--- config.mk ---
export PLATFORM = sky130hd
export DESIGN_NAME = dds_top
export DESIGN_NICKNAME = d
export VERILOG_FILES = /design/src/hw/dds_pkg.sv /design/src/hw/dds_top.sv
export SDC_FILE = /design/constraint.sdc
export NUM_CORES = 1
export LEC_CHECK = 0
export BUFFER_PORTS_ARGS = -buffer_cell sky130_fd_sc_hd__buf_2
export CAP_MARGIN = 20
export CORE_AREA = 2 2 269 271
export CTS_BUF_LIST = sky130_fd_sc_hd__clkbuf_4 sky130_fd_sc_hd__clkbuf_8
export DETAILED_ROUTE_END_ITERATION = 7
export DIE_AREA = 0 0 271 273
export GPL_ROUTABILITY_DRIVEN = 0
export PLACE_DENSITY = 0.42
export SLEW_MARGIN = 15
export SYNTH_ARGS = -nofsm -noshare
export SYNTH_HDL_FRONTEND = slang
export SYNTH_SLANG_ARGS = --single-unit
--- constraint.sdc ---
create_clock -name hclk -period 4.6 [get_ports hclk]
set_clock_uncertainty 0.15 [all_clocks]
set_input_delay 0.92 -clock hclk [delete_from_list [all_inputs] [get_ports hclk]]
set_output_delay 0.92 -clock hclk [all_outputs]
set_load 0.02 [all_outputs]
--- src/hw/dds_pkg.sv ---
// Constants, types and carriers for the drive status and NRZ data port
package dds_pkg;
	// ====================================================
	// Clock and timing
	localparam int CLK_MHZ = 200;
	localparam int REF_HALF_NS = 50;
	localparam int REF_HALF_CYC = (REF_HALF_NS * CLK_MHZ) / 1000;
	// ====================================================
	// Register byte offsets
	localparam logic [7:0] ADDR_CTRL = 8'h00;
	localparam logic [7:0] ADDR_STATUS = 8'h04;
	localparam logic [7:0] ADDR_VUFAULT = 8'h08;
	localparam logic [7:0] ADDR_LASTCMD = 8'h0c;
	localparam logic [7:0] ADDR_LINK = 8'h10;
	localparam logic [7:0] ADDR_CFG_BASE = 8'h40;
	// ====================================================
	// Control register fields
	localparam int CTRL_SPIN_BIT = 0;
	localparam int CTRL_HARD_BIT = 1;
	localparam int CTRL_ADDR_LSB = 4;
	localparam int CTRL_STATE_LSB = 8;
	localparam logic [15:0] CTRL_RST = 16'h0000;
	localparam logic [11:0] FAULT_RST = 12'h000;
	localparam logic [15:0] VU_RST = 16'h0000;
	localparam logic [15:0] CFG_RST = 16'h0000;
	// ====================================================
	// Serial command frame
	localparam int WORD_BITS = 16;
	localparam logic [4:0] FRAME_LAST = 5'h10;
	localparam logic [3:0] OP_SEEK = 4'h0;
	localparam logic [3:0] OP_REQ_STATUS = 4'h2;
	localparam logic [3:0] OP_REQ_CONFIG = 4'h3;
	localparam logic [3:0] OP_CONTROL = 4'h5;
	localparam logic [3:0] MOD_ZERO = 4'h0;
	localparam logic [3:0] MOD_VENDOR = 4'h1;
	// ====================================================
	// Types
	typedef enum logic [1:0] {
		HS_RX = 2'b00,
		HS_RXA = 2'b01,
		HS_TX = 2'b10,
		HS_TXA = 2'b11
	} dds_hs_e;
	typedef struct packed {
		logic [2:0] drv_sel;
		logic xfer_req;
		logic cmd_data;
		logic index_raw;
		logic sector_raw;
		logic am_detect;
		logic am_enable;
		logic read_gate;
		logic write_gate;
		logic plo_clk;
		logic plo_locked;
		logic read_bit;
		logic write_clk;
		logic write_data;
		logic recal_busy;
	} dds_pin_s;
	typedef struct packed {
		logic attention;
		logic ready;
		logic index_n;
		logic sector_amf;
		logic xfer_ack;
		logic cfg_data;
	} dds_cmd_out_s;
	typedef struct packed {
		logic drive_selected;
		logic command_complete;
		logic index_n;
		logic sector_amf;
	} dds_data_out_s;
endpackage

--- src/hw/dds_top.sv ---
// Drive status lines, serial config/status port, index/sector and NRZ data path
//
// Contract
// RQ1 - Command cable outputs are enabled only when drive select matches this drive.
// RQ2 - Drive Selected asserts only while select lines address this drive.
// RQ3 - Ready follows spindle speed; without Ready writes and seeks are blocked.
// RQ4 - Response is 16 bits MSB first plus one odd parity bit.
// RQ5 - Each response bit moves under req/ack; only after a request.
// RQ6 - A configuration request always gets a well formed answer.
// RQ7 - Modifier 0000 returns general flags, others the selected parameter word.
// RQ8 - Vendor unique status request returns one word holding the fault code.
// RQ9 - Status bits 15-12 are state; any bit 11-0 set raises Attention.
// RQ10 - Attention requests status; all writing is blocked while it is high.
// RQ11 - Attention stays high until the reset-attention control command.
// RQ12 - Control modifier 0000 clears Attention and status bits 11-0.
// RQ13 - Index idles high, falls once a turn; gated on command, ungated on data.
// RQ14 - One shared line carries sector or address mark found, per sectoring.
// RQ15 - Hard sectored: sector pulse per sector start; index marks sector zero.
// RQ16 - Soft sectored: address mark found during a search when mark ends.
// RQ17 - Command Complete is ungated and low while power-on recalibration runs.
// RQ18 - Command Complete drops on first command bit, low all through sequence.
// RQ19 - Write data sampled with Write Clock; read data aligned to Read Clock.
// RQ20 - Read data stays zero until the oscillator is locked and data valid.
// RQ21 - Reference clock without Read Gate, read clock once locked; glitch free.
// RQ22 - Controller echoes the reference clock back as Write Clock.
// RQ23 - Write Clock runs from before a write until its end.
// RQ24 - Response bit changes only between handshake steps.
`timescale 1ns/100ps

// ====================================================
// Two flip-flop synchroniser
module dds_sync #(
	parameter int W = 1
) (
	// Clock and reset
	input wire logic hclk,
	input wire logic hresetn,
	// Data
	input wire logic [W-1:0] d,
	output logic [W-1:0] q
);
	logic [W-1:0] s1_r;
	logic [W-1:0] s2_r;
	always_ff @(posedge hclk or negedge hresetn) begin
		if (!hresetn) begin
			s1_r <= '0;
			s2_r <= '0;
		end else begin
			s1_r <= d;
			s2_r <= s1_r;
		end
	end
	assign q = s2_r;
endmodule

// ====================================================
// Top
module dds_top (
	// Clock and reset
	input wire logic hclk,
	input wire logic hresetn,
	// AHB-Lite slave
	input wire logic hsel,
	input wire logic [31:0] haddr,
	input wire logic [1:0] htrans,
	input wire logic hwrite,
	input wire logic [2:0] hsize,
	input wire logic [31:0] hwdata,
	input wire logic hready,
	output logic hreadyout,
	output logic hresp,
	output logic [31:0] hrdata,
	// Interface pins in
	input wire dds_pkg::dds_pin_s pins,
	// Command cable out
	output dds_pkg::dds_cmd_out_s cmd_out,
	output logic cmd_oe_n,
	// Data cable out
	output dds_pkg::dds_data_out_s data_out,
	output logic rr_clk,
	output logic nrz_read_data,
	// Drive internals
	output logic wr_bit,
	output logic wr_bit_valid,
	output logic write_enable,
	output logic seek_start
);
	// ====================================================
	// Pin synchronisation
	dds_pkg::dds_pin_s ps;
	dds_pkg::dds_pin_s pp_r;
	dds_sync #(.W($bits(dds_pkg::dds_pin_s))) u_sync (
		.hclk(hclk),
		.hresetn(hresetn),
		.d(pins),
		.q(ps)
	);

	// ====================================================
	// Registers
	logic [15:0] ctrl_r, ctrl_nxt;
	logic [11:0] fault_r, fault_nxt;
	logic [15:0] vu_r, vu_nxt;
	logic [15:0] lastcmd_r, lastcmd_nxt;
	logic [15:0] cfg_r [16];
	logic [31:0] rdata_r, rdata_nxt;
	logic wr_pend_r, wr_pend_nxt;
	logic [7:0] waddr_r, waddr_nxt;
	logic ap_valid;
	logic [15:0] std_status;
	logic selected;
	logic ready;
	logic attn;
	logic hard_sec;
	logic clr_faults;

	assign ap_valid = hsel & htrans[1] & hready;
	assign hreadyout = 1'b1;
	assign hresp = 1'b0;
	assign hrdata = rdata_r;
	assign ready = ctrl_r[dds_pkg::CTRL_SPIN_BIT]; // see RQ3
	assign hard_sec = ctrl_r[dds_pkg::CTRL_HARD_BIT];
	assign selected = (ps.drv_sel == ctrl_r[dds_pkg::CTRL_ADDR_LSB +: 3]); // see RQ2
	assign std_status = {ctrl_r[dds_pkg::CTRL_STATE_LSB +: 4], fault_r}; // see RQ9
	assign attn = |fault_r; // see RQ9, see RQ11

	always_comb begin
		ctrl_nxt = ctrl_r;
		fault_nxt = fault_r;
		vu_nxt = vu_r;
		rdata_nxt = rdata_r;
		wr_pend_nxt = ap_valid & hwrite;
		waddr_nxt = ap_valid ? haddr[7:0] : waddr_r;
		// Command clear first, bus set afterwards so a new fault wins
		if (clr_faults) begin
			fault_nxt = '0; // see RQ12
		end
		if (wr_pend_r) begin
			case (waddr_r)
				dds_pkg::ADDR_CTRL: begin
					ctrl_nxt = hwdata[15:0];
				end
				dds_pkg::ADDR_STATUS: begin
					fault_nxt = fault_nxt | hwdata[11:0];
				end
				dds_pkg::ADDR_VUFAULT: begin
					vu_nxt = hwdata[15:0];
				end
				default: begin
				end
			endcase
		end
		if (ap_valid && !hwrite) begin
			rdata_nxt = 32'h0000_0000;
			if (haddr[7:6] == dds_pkg::ADDR_CFG_BASE[7:6]) begin
				rdata_nxt = {16'h0000, cfg_r[haddr[5:2]]};
			end else begin
				case (haddr[7:0])
					dds_pkg::ADDR_CTRL: rdata_nxt = {16'h0000, ctrl_r};
					dds_pkg::ADDR_STATUS: rdata_nxt = {16'h0000, std_status};
					dds_pkg::ADDR_VUFAULT: rdata_nxt = {16'h0000, vu_r};
					dds_pkg::ADDR_LASTCMD: rdata_nxt = {16'h0000, lastcmd_r};
					dds_pkg::ADDR_LINK: rdata_nxt = {24'h000000, selected, attn,
						ps.plo_locked, ps.read_gate, ps.write_gate, ps.recal_busy,
						ps.xfer_req, ready};
					default: rdata_nxt = 32'h0000_0000;
				endcase
			end
		end
	end

	always_ff @(posedge hclk or negedge hresetn) begin
		if (!hresetn) begin
			ctrl_r <= dds_pkg::CTRL_RST;
			fault_r <= dds_pkg::FAULT_RST;
			vu_r <= dds_pkg::VU_RST;
			rdata_r <= 32'h0000_0000;
			wr_pend_r <= 1'b0;
			waddr_r <= 8'h00;
		end else begin
			ctrl_r <= ctrl_nxt;
			fault_r <= fault_nxt;
			vu_r <= vu_nxt;
			rdata_r <= rdata_nxt;
			wr_pend_r <= wr_pend_nxt;
			waddr_r <= waddr_nxt;
		end
	end

	// Configuration word table, entry 0 is the general flag word
	always_ff @(posedge hclk or negedge hresetn) begin
		if (!hresetn) begin
			for (int i = 0; i < 16; i++) begin
				cfg_r[i] <= dds_pkg::CFG_RST;
			end
		end else if (wr_pend_r && waddr_r[7:6] == dds_pkg::ADDR_CFG_BASE[7:6]) begin
			cfg_r[waddr_r[5:2]] <= hwdata[15:0];
		end
	end

	// ====================================================
	// Serial command and response handshake
	dds_pkg::dds_hs_e hs_r, hs_nxt;
	logic [4:0] cnt_r, cnt_nxt;
	logic [16:0] sh_r, sh_nxt;
	logic ack_r, ack_nxt;
	logic busy_r, busy_nxt;
	logic clr_r, clr_nxt;
	logic seek_r, seek_nxt;
	logic [15:0] cmd_w;
	logic [15:0] resp_w;
	logic resp_go;

	assign cmd_w = sh_r[16:1];
	assign clr_faults = clr_r;

	// Pick the answer for a just received command
	always_comb begin
		resp_w = 16'h0000;
		resp_go = 1'b0;
		case (cmd_w[15:12])
			dds_pkg::OP_REQ_STATUS: begin
				resp_go = 1'b1;
				resp_w = (cmd_w[11:8] == dds_pkg::MOD_VENDOR) ? vu_r : std_status; // see RQ8
			end
			dds_pkg::OP_REQ_CONFIG: begin
				resp_go = 1'b1; // see RQ6
				resp_w = cfg_r[cmd_w[11:8]]; // see RQ7
			end
			default: begin
				resp_go = 1'b0;
			end
		endcase
	end

	always_comb begin
		hs_nxt = hs_r;
		cnt_nxt = cnt_r;
		sh_nxt = sh_r;
		ack_nxt = ack_r;
		busy_nxt = busy_r;
		clr_nxt = 1'b0;
		seek_nxt = 1'b0;
		lastcmd_nxt = lastcmd_r;
		case (hs_r)
			dds_pkg::HS_RX: begin
				if (ps.xfer_req && selected) begin
					sh_nxt = {sh_r[15:0], ps.cmd_data};
					ack_nxt = 1'b1;
					busy_nxt = 1'b1; // see RQ18
					hs_nxt = dds_pkg::HS_RXA;
				end
			end
			dds_pkg::HS_RXA: begin
				if (!ps.xfer_req) begin
					ack_nxt = 1'b0;
					if (cnt_r == dds_pkg::FRAME_LAST) begin
						cnt_nxt = 5'h00;
						lastcmd_nxt = cmd_w;
						if (cmd_w[15:12] == dds_pkg::OP_CONTROL &&
							cmd_w[11:8] == dds_pkg::MOD_ZERO) begin
							clr_nxt = 1'b1; // see RQ11, see RQ12
						end
						if (cmd_w[15:12] == dds_pkg::OP_SEEK) begin
							seek_nxt = ready; // see RQ3
						end
						if (resp_go) begin
							sh_nxt = {resp_w, ~^resp_w}; // see RQ4
							hs_nxt = dds_pkg::HS_TX;
						end else begin
							busy_nxt = 1'b0;
							hs_nxt = dds_pkg::HS_RX;
						end
					end else begin
						cnt_nxt = cnt_r + 5'h01;
						hs_nxt = dds_pkg::HS_RX;
					end
				end
			end
			dds_pkg::HS_TX: begin
				if (ps.xfer_req) begin
					ack_nxt = 1'b1; // see RQ5
					hs_nxt = dds_pkg::HS_TXA;
				end
			end
			dds_pkg::HS_TXA: begin
				if (!ps.xfer_req) begin
					ack_nxt = 1'b0;
					sh_nxt = {sh_r[15:0], 1'b0}; // see RQ24
					if (cnt_r == dds_pkg::FRAME_LAST) begin
						cnt_nxt = 5'h00;
						busy_nxt = 1'b0;
						hs_nxt = dds_pkg::HS_RX;
					end else begin
						cnt_nxt = cnt_r + 5'h01;
						hs_nxt = dds_pkg::HS_TX;
					end
				end
			end
			default: begin
				hs_nxt = dds_pkg::HS_RX;
			end
		endcase
	end

	always_ff @(posedge hclk or negedge hresetn) begin
		if (!hresetn) begin
			hs_r <= dds_pkg::HS_RX;
			cnt_r <= 5'h00;
			sh_r <= 17'h00000;
			ack_r <= 1'b0;
			busy_r <= 1'b0;
			clr_r <= 1'b0;
			seek_r <= 1'b0;
			lastcmd_r <= 16'h0000;
		end else begin
			hs_r <= hs_nxt;
			cnt_r <= cnt_nxt;
			sh_r <= sh_nxt;
			ack_r <= ack_nxt;
			busy_r <= busy_nxt;
			clr_r <= clr_nxt;
			seek_r <= seek_nxt;
			lastcmd_r <= lastcmd_nxt;
		end
	end

	// ====================================================
	// Status line outputs
	dds_pkg::dds_cmd_out_s co_r, co_nxt;
	dds_pkg::dds_data_out_s do_r, do_nxt;
	logic oe_n_r, oe_n_nxt;
	logic sa_line;
	logic in_resp;

	assign in_resp = (hs_r == dds_pkg::HS_TX) || (hs_r == dds_pkg::HS_TXA);

	always_comb begin
		// Hard sectored: sector pulses, index marks sector zero
		sa_line = ps.sector_raw; // see RQ14, see RQ15
		if (!hard_sec) begin
			// Soft sectored: mark end seen while searching
			sa_line = ps.am_detect & ps.am_enable & ~ps.read_gate & ~ps.write_gate; // see RQ16
		end
		co_nxt.attention = attn; // see RQ10
		co_nxt.ready = ready;
		co_nxt.index_n = ~ps.index_raw; // see RQ13
		co_nxt.sector_amf = sa_line;
		co_nxt.xfer_ack = ack_r;
		// Hold the bit until ack is seen low, so it never moves with ack
		co_nxt.cfg_data = co_r.xfer_ack ? co_r.cfg_data : (in_resp & sh_r[16]); // see RQ24
		oe_n_nxt = ~selected; // see RQ1
		do_nxt.drive_selected = selected; // see RQ2
		do_nxt.command_complete = ~busy_r & ~ps.recal_busy; // see RQ17, see RQ18
		do_nxt.index_n = ~ps.index_raw; // see RQ13
		do_nxt.sector_amf = sa_line;
	end

	always_ff @(posedge hclk or negedge hresetn) begin
		if (!hresetn) begin
			co_r <= '{attention: 1'b0, ready: 1'b0, index_n: 1'b1, sector_amf: 1'b0,
				xfer_ack: 1'b0, cfg_data: 1'b0};
			do_r <= '{drive_selected: 1'b0, command_complete: 1'b0, index_n: 1'b1,
				sector_amf: 1'b0};
			oe_n_r <= 1'b1;
		end else begin
			co_r <= co_nxt;
			do_r <= do_nxt;
			oe_n_r <= oe_n_nxt;
		end
	end

	assign cmd_out = co_r;
	assign data_out = do_r;
	assign cmd_oe_n = oe_n_r;

	// ====================================================
	// Read/reference clock and NRZ data
	logic [7:0] div_r, div_nxt;
	logic ref_r, ref_nxt;
	logic sel_rd_r, sel_rd_nxt;
	logic rr_r, rr_nxt;
	logic rd_r, rd_nxt;
	logic wbit_r, wbit_nxt;
	logic wval_r, wval_nxt;
	logic wen_r, wen_nxt;
	logic want_rd;
	logic src;

	assign want_rd = ps.read_gate & ps.plo_locked;

	always_comb begin
		div_nxt = div_r + 8'h01;
		ref_nxt = ref_r;
		if (div_r == 8'(dds_pkg::REF_HALF_CYC - 1)) begin
			div_nxt = 8'h00;
			ref_nxt = ~ref_r;
		end
		// Swap source only while output and new source are both low
		sel_rd_nxt = sel_rd_r;
		if (!rr_r && want_rd != sel_rd_r) begin
			if (want_rd ? !ps.plo_clk : !ref_r) begin
				sel_rd_nxt = want_rd; // see RQ21
			end
		end
		src = sel_rd_nxt ? ps.plo_clk : ref_r;
		rr_nxt = src;
		// Read data changes on falling output edge
		rd_nxt = rd_r;
		if (!sel_rd_r || !want_rd) begin
			rd_nxt = 1'b0; // see RQ20
		end else if (pp_r.plo_clk && !ps.plo_clk) begin
			rd_nxt = ps.read_bit; // see RQ19
		end
		// Write data taken on rising write clock
		wen_nxt = ps.write_gate & ready & ~attn; // see RQ3, see RQ10
		wval_nxt = 1'b0;
		wbit_nxt = wbit_r;
		if (ps.write_clk && !pp_r.write_clk && wen_r) begin
			wbit_nxt = ps.write_data; // see RQ19, see RQ22, see RQ23
			wval_nxt = 1'b1;
		end
	end

	always_ff @(posedge hclk or negedge hresetn) begin
		if (!hresetn) begin
			div_r <= 8'h00;
			ref_r <= 1'b0;
			sel_rd_r <= 1'b0;
			rr_r <= 1'b0;
			rd_r <= 1'b0;
			wbit_r <= 1'b0;
			wval_r <= 1'b0;
			wen_r <= 1'b0;
			pp_r <= '0;
		end else begin
			div_r <= div_nxt;
			ref_r <= ref_nxt;
			sel_rd_r <= sel_rd_nxt;
			rr_r <= rr_nxt;
			rd_r <= rd_nxt;
			wbit_r <= wbit_nxt;
			wval_r <= wval_nxt;
			wen_r <= wen_nxt;
			pp_r <= ps;
		end
	end

	assign rr_clk = rr_r;
	assign nrz_read_data = rd_r;
	assign wr_bit = wbit_r;
	assign wr_bit_valid = wval_r;
	assign write_enable = wen_r;
	assign seek_start = seek_r;
endmodule

* After elaboration in Yosys (flattened, before gate mapping) *
Cells that the tools add are included.

word-level totals
  flip-flop bits (word level) = 445
  input bits = 91
  logic and storage cells = 205
  output and inout port bits = 51

cells by class
  $add $sub $neg = 2
  mux-type cells = 59
  reduce and logical (&&, ||, !) cells = 37
  eq/ne operators = 28
  bitwise operators = 24
  magnitude comparators = 4

operators with widths
  kind                   count
  $bwmux W256            1
  $bmux W16 S4           2
  $mux W16               7
  $mux W17               5
  $pmux W16 S5           1
  $demux W16 S4          1
  $pmux W17 S3           1
  $mux W12               3
  $eq A8 B4 Y1 const B   4
  $pmux W16 S2           1
  $mux W1                25
  $eq A8 B3 Y1 const B   2
  $logic_not A8 Y1       2
  $ne A2 B2 Y1 const B   8
  $reduce_xnor A16 Y1    1
  $ge A5 B5 Y1 const B   3
  $not A4 Y5             3
  $mux W2                7
  $or A12 B12 Y12        1
  $reduce_or A12 Y1      1
  $and A1 B1 Y1          11
  $logic_and A1 B1 Y1    9
  $not A1 Y1             9
  $add A8 B1 Y8 const B  1
  28 further kinds       45

* Longest topological paths before layout *
  word-level depth = 10
  gate-level depth with buffers = 12

* Hierarchy *
A second synthesis with hierarchy kept.

unflattened totals
  cell total of the unflattened synthesis = 1,486
  area, all modules = 21,110.2 um^2

by module, submodules not included
  module    area an instance (um^2)  cells an instance  sequential area each (um^2)  instances
  dds_top   20,259.4                 1,452              9,887.0                      1
  dds_sync  850.8                    34                 850.8                        1

* Least setup slack after synthesis *
Ideal clock, no wire load.

  kind = input -> register
  start = input haddr[2]
  end = register rdata_r[7] (netlist: hrdata[7])
  buffers on the path = 2
  stages = 7
  slack = 1,288 ps
  library setup time = 133 ps
  data arrival time = 3,028 ps
  required time = 4,317 ps
  cells stage by stage = clkbuf_1 > buf_2 > mux4_2 > mux4_2 > nor2b_1 > a221oi_1 > o21ai_0

on the way
  longest elaborated chain between the ends = 5
  elaborated cells on any way between the ends = 11
  classes of those cells = 4 x eq/ne; 5 x mux; 1 x bitwise; 1 x reduce/logical

ends and longest elaborated chain
  element                                       line            text
  start, declared                               dds_top.sv:64   input wire logic [31:0] haddr,
  $not A4 Y5 (not written as such)              dds_top.sv:156  rdata_nxt = {16'h0000, cfg_r[haddr[5:2]]};
  $bmux W16 S4                                  dds_top.sv:156
  $mux W16 (not written as such) (2 in series)  dds_top.sv:156
  $mux W16 (*)                                  dds_top.sv:155  if (haddr[7:6] == dds_pkg::ADDR_CFG_BASE[7:6]) begin
  end signal, assigned                          dds_top.sv:184  rdata_r <= rdata_nxt;
  end, declared                                 dds_top.sv:106  logic [31:0] rdata_r, rdata_nxt;

Every way passes the cells marked *; elsewhere a longest branch is shown, timed or not. The select of a mux whose other input is x is not followed.
A chain may end at the register's enable or synchronous reset.

* Worst setup path after layout *
  start = register sh_r[9]
  end = register sh_r[0]

on the way
  longest elaborated chain between the ends = 10
  elaborated cells on any way between the ends = 12
  classes of those cells = 1 x eq/ne; 9 x mux; 1 x bitwise; 1 x reduce/logical

ends and longest elaborated chain
  element                                       line            text
  start, declared                               dds_top.sv:205  logic [16:0] sh_r, sh_nxt;
  start signal, assigned                        dds_top.sv:319  sh_r <= sh_nxt;
  $not A4 Y5 (not written as such)              dds_top.sv:228  resp_w = cfg_r[cmd_w[11:8]];
  $bmux W16 S4                                  dds_top.sv:228
  $mux W16 (not written as such) (2 in series)  dds_top.sv:228
  $pmux W16 S2 (*)                              dds_top.sv:221  case (cmd_w[15:12])
  $reduce_xnor A16 Y1 (*)                       dds_top.sv:268  sh_nxt = {resp_w, ~^resp_w};
  $mux W17 (*)                                  dds_top.sv:267  if (resp_go) begin
  $mux W17 (*)                                  dds_top.sv:257  if (cnt_r == dds_pkg::FRAME_LAST) begin
  $mux W17 (*)                                  dds_top.sv:255  if (!ps.xfer_req) begin
  $pmux W17 S3 (*)                              dds_top.sv:245  case (hs_r)

Marks and branches as above.

==> results.json <==
{
  "status": "completed",
  "track_usage_pct": 16.9,
  "die_y_um": 273,
  "grt_busiest_layer": "met2",
  "synth_edf_count": 0,
  "maxSlewHeadroom_pct": 31.0,
  "worstSetupEndpointType": "flop",
  "cp.required_ps": 4980,
  "whs_ps": 123,
  "p_int_mw": 7.53,
  "synth-main-ff-cell": "dfrtp_1",
  "synthDistinctLibCells": 48,
  "ys_seq_area_share_pct": 50.9,
  "clkTransAtPathRegs_ps": 70,
  "use_met1_pct": 23.1,
  "powerDensity_mw_per_mm2": 447,
  "crit_arrival_ps": 4100,
  "drive_above_1_share_pct": 47.7,
  "tightest_slew_ps": 1040,
  "post-dp-hpwl_um": 39600,
  "clock_sinks": 429,
  "htree_levels": 3,
  "synth_top_area_cell": "dfrtp_1",
  "pin_count": 142,
  "netlist_area_mm2": 0.0211,
  "firstDrtPassIters": 5,
  "crit_type": "flop to flop",
  "start_util_pct": 29.7,
  "slew_viol_final": 0,
  "p_leak_nw": 10.4,
  "max-cap-violations": 0,
  "die_area_mm2": 0.0740,
  "globalRouteOverflowTotal": 0,
  "routed_via_density": 5.00,
  "use_met2_pct": 27.1,
  "grt_max_degree": 97,
  "syn_inst": 1471,
  "period_needed_ps": 3730,
  "seqPwrFrac_pct": 41.7,
  "gr-usage-met3_pct": 3.24,
  "cts_tree": "done",
  "root_buffer": "clkbuf_8",
  "clock_latency_ps": 650,
  "yosysMostFrequentCell": "dfrtp_1",
  "syn_to_final_growth_pct": 15.2,
  "ys_top_cells_by_area": "dfrtp_1 51%, mux2_2 18%, mux4_2 17%, mux2i_1 1.7%, o21ai_0 1.6%",
  "numCtsBuffers": 81,
  "synth-seq-cells": 429,
  "drt_iter0_markers": 817,
  "cts.repair.resized": 0,
  "wirelength_um": 61500,
  "fp.dieW_um": 271,
  "portBuffers": 79,
  "grt_pass1_vias": 13604,
  "reg2regPathDepth": 9,
  "pwr-share-comb_pct": 21.8,
  "clock_path_buffers": 3,
  "max-vdd-ir-drop_mv": 0.166,
  "hold_class": "input port to async pin",
  "setup_viol": 0,
  "cts_hold_buf": 0,
  "ant_nets": 0,
  "period_share_pct": 81.0,
  "rsz0062_at_grt": "no",
  "synth_top_area_share_pct": 50.7,
  "synthTopCellsByCount": "427 x dfrtp_1, 329 x mux2_2, 157 x mux4_2",
  "drc": 0,
  "start_kind": "flop",
  "wl_per_cell_um": 24.0,
  "ys_async_sr_fraction_pct": 100,
  "placed_cells": 2416,
  "switchingPower_mw": 3.34,
  "r2r_setup_slack_ps": 870,
  "critPathMaxFanout": 35,
  "grt_pass1_wl_um": 92700,
  "synth_area_per_cell_um2": 14.3,
  "synth_warnings": 0,
  "cts_setup_buffers": 0,
  "swShare_pct": 30.8,
  "setup_tns_ps": 0,
  "core_area_mm2": 0.0710,
  "clkPwrFrac_pct": 36.5,
  "instances_no_fill": 2556,
  "fmax_mhz": 268,
  "layout.nets": 1645,
  "hold_violations": 0,
  "antenna_found_initial": 5,
  "rows": 98,
  "r2r_end": "sh_r[0]$_DFFE_PN0P_",
  "timing.rr.start": "sh_r[9]$_DFFE_PN0P_",
  "vias": 12782
}
## power by group through the flow
stage	Combinational, mW	Sequential [mW]	Clock, mW
6_report	2.37	4.54	3.97
5_1_grt	2.55	4.60	4.28
4_1_cts	2.38	4.54	4.12
3_5_place_dp	2.37	4.61	0
3_3_place_gp	2.36	4.60	0
2_1_floorplan	1.79	4.33	0
## metal layers
layer | vias up | part of all wire (%) | wire length [um]
met3 | 86 | 4.9 | 3010
met4 | 2 | 2.2 | 1350
li1 | 5595 | - | -
met5 | - | 0.026 | 16
met2 | 292 | 48 | 29300
met1 | 6807 | 45 | 27800
## state kept, by name, summed over array words and instances, names as in the netlist, 12 cells and up
register and cells:
lastcmd_r 16, sh_r 17, ctrl_r 16, fault_r 12, u_sync.q 17, vu_r 16
cfg_r 256, hrdata 16, u_sync.s1_r 17
## worst max-delay path, stage by stage, from the launching register on
cell	delay [ps]
dfrtp_4	940
mux4_2	610
mux2i_1	570
o22ai_1	150
a21oi_1	290
xnor2_1	180
xnor2_1	100
xnor2_1	270
xnor2_1	180
o31ai_2	70
## kinds of logic (layout without fill, tap and decap cells)
group	Yosys count	in the layout	share of synthesized area, %
flip-flops	429	429	50.9
buffers and inverters	159	276	3.55
other	2	20	0.0356
AND/OR/NAND/NOR	197	197	4.56
AO/OA/AOI/OAI	131	131	3.52
multiplexers	522	522	36.0
adder cells (fa/ha/maj)	5	5	0.297
XOR/XNOR	26	26	1.08
## how the worst max path moves through the flow
stage	slack [ps]	endpoint	startpoint
3_3_place_gp	910	sh_r[0]$_DFFE_PN0P_	sh_r[9]$_DFFE_PN0P_
5_1_grt	650	sh_r[0]$_DFFE_PN0P_	sh_r[9]$_DFFE_PN0P_
4_1_cts	900	sh_r[0]$_DFFE_PN0P_	sh_r[9]$_DFFE_PN0P_
2_1_floorplan	1290	hrdata[7]$_DFFE_PN0P_	haddr[2]
3_5_place_dp	920	sh_r[0]$_DFFE_PN0P_	sh_r[9]$_DFFE_PN0P_
6_report	870	sh_r[0]$_DFFE_PN0P_	sh_r[9]$_DFFE_PN0P_
## cell usage in the layout, fill, tap and decap left out, drive strengths merged, types with 3 or more instances in the layout
cell type	count
a21oi	31
a221oi	7
a31oi	3
and2	3
and3	4
buf	117
bufinv	3
clkbuf	123
clkinv	9
conb	18
dfrtp	427
ha	5
inv	23
mux2	329
mux2i	36
mux4	157
nand2	84
nand2b	10
nand3	10
nand3b	4
nor2	31
nor2b	21
nor3	8
nor3b	3
nor4	5
nor4b	3
o21ai	67
o22ai	16
or3	4
xnor2	19
xor2	7
## metrics by stage
| step | util [%] | setup slack, ps | power [mW] | instance area [um2] |
|---|---|---|---|---|
| after floorplan | - | 1290 | 6.12 | 21100 |
| after global placement | 31.8 | 906 | 6.96 | 22600 |
| after detailed placement | 31.8 | 917 | 6.98 | 22600 |
| after CTS | 34.2 | 897 | 11.0 | 24300 |
| after global routing | 34.2 | 648 | 11.4 | 24300 |
| final | 34.2 | 875 | 10.9 | 24300 |
## area by class of cell
| type | count | area [um2] |
|---|---|---|
| Fill cell | 6877 | 46700 |
| Tap cell | 950 | 1190 |
| Timing Repair Buffer | 117 | 821 |
| Clock inverter | 15 | 160 |
| Sequential cell | 429 | 10700 |
| Inverter | 21 | 78.8 |
| Clock buffer | 123 | 1550 |
| Antenna cell | 2 | 5.00 |
| Multi-Input combinational cell | 899 | 9750 |
Power figures use the tool's default switching activity.
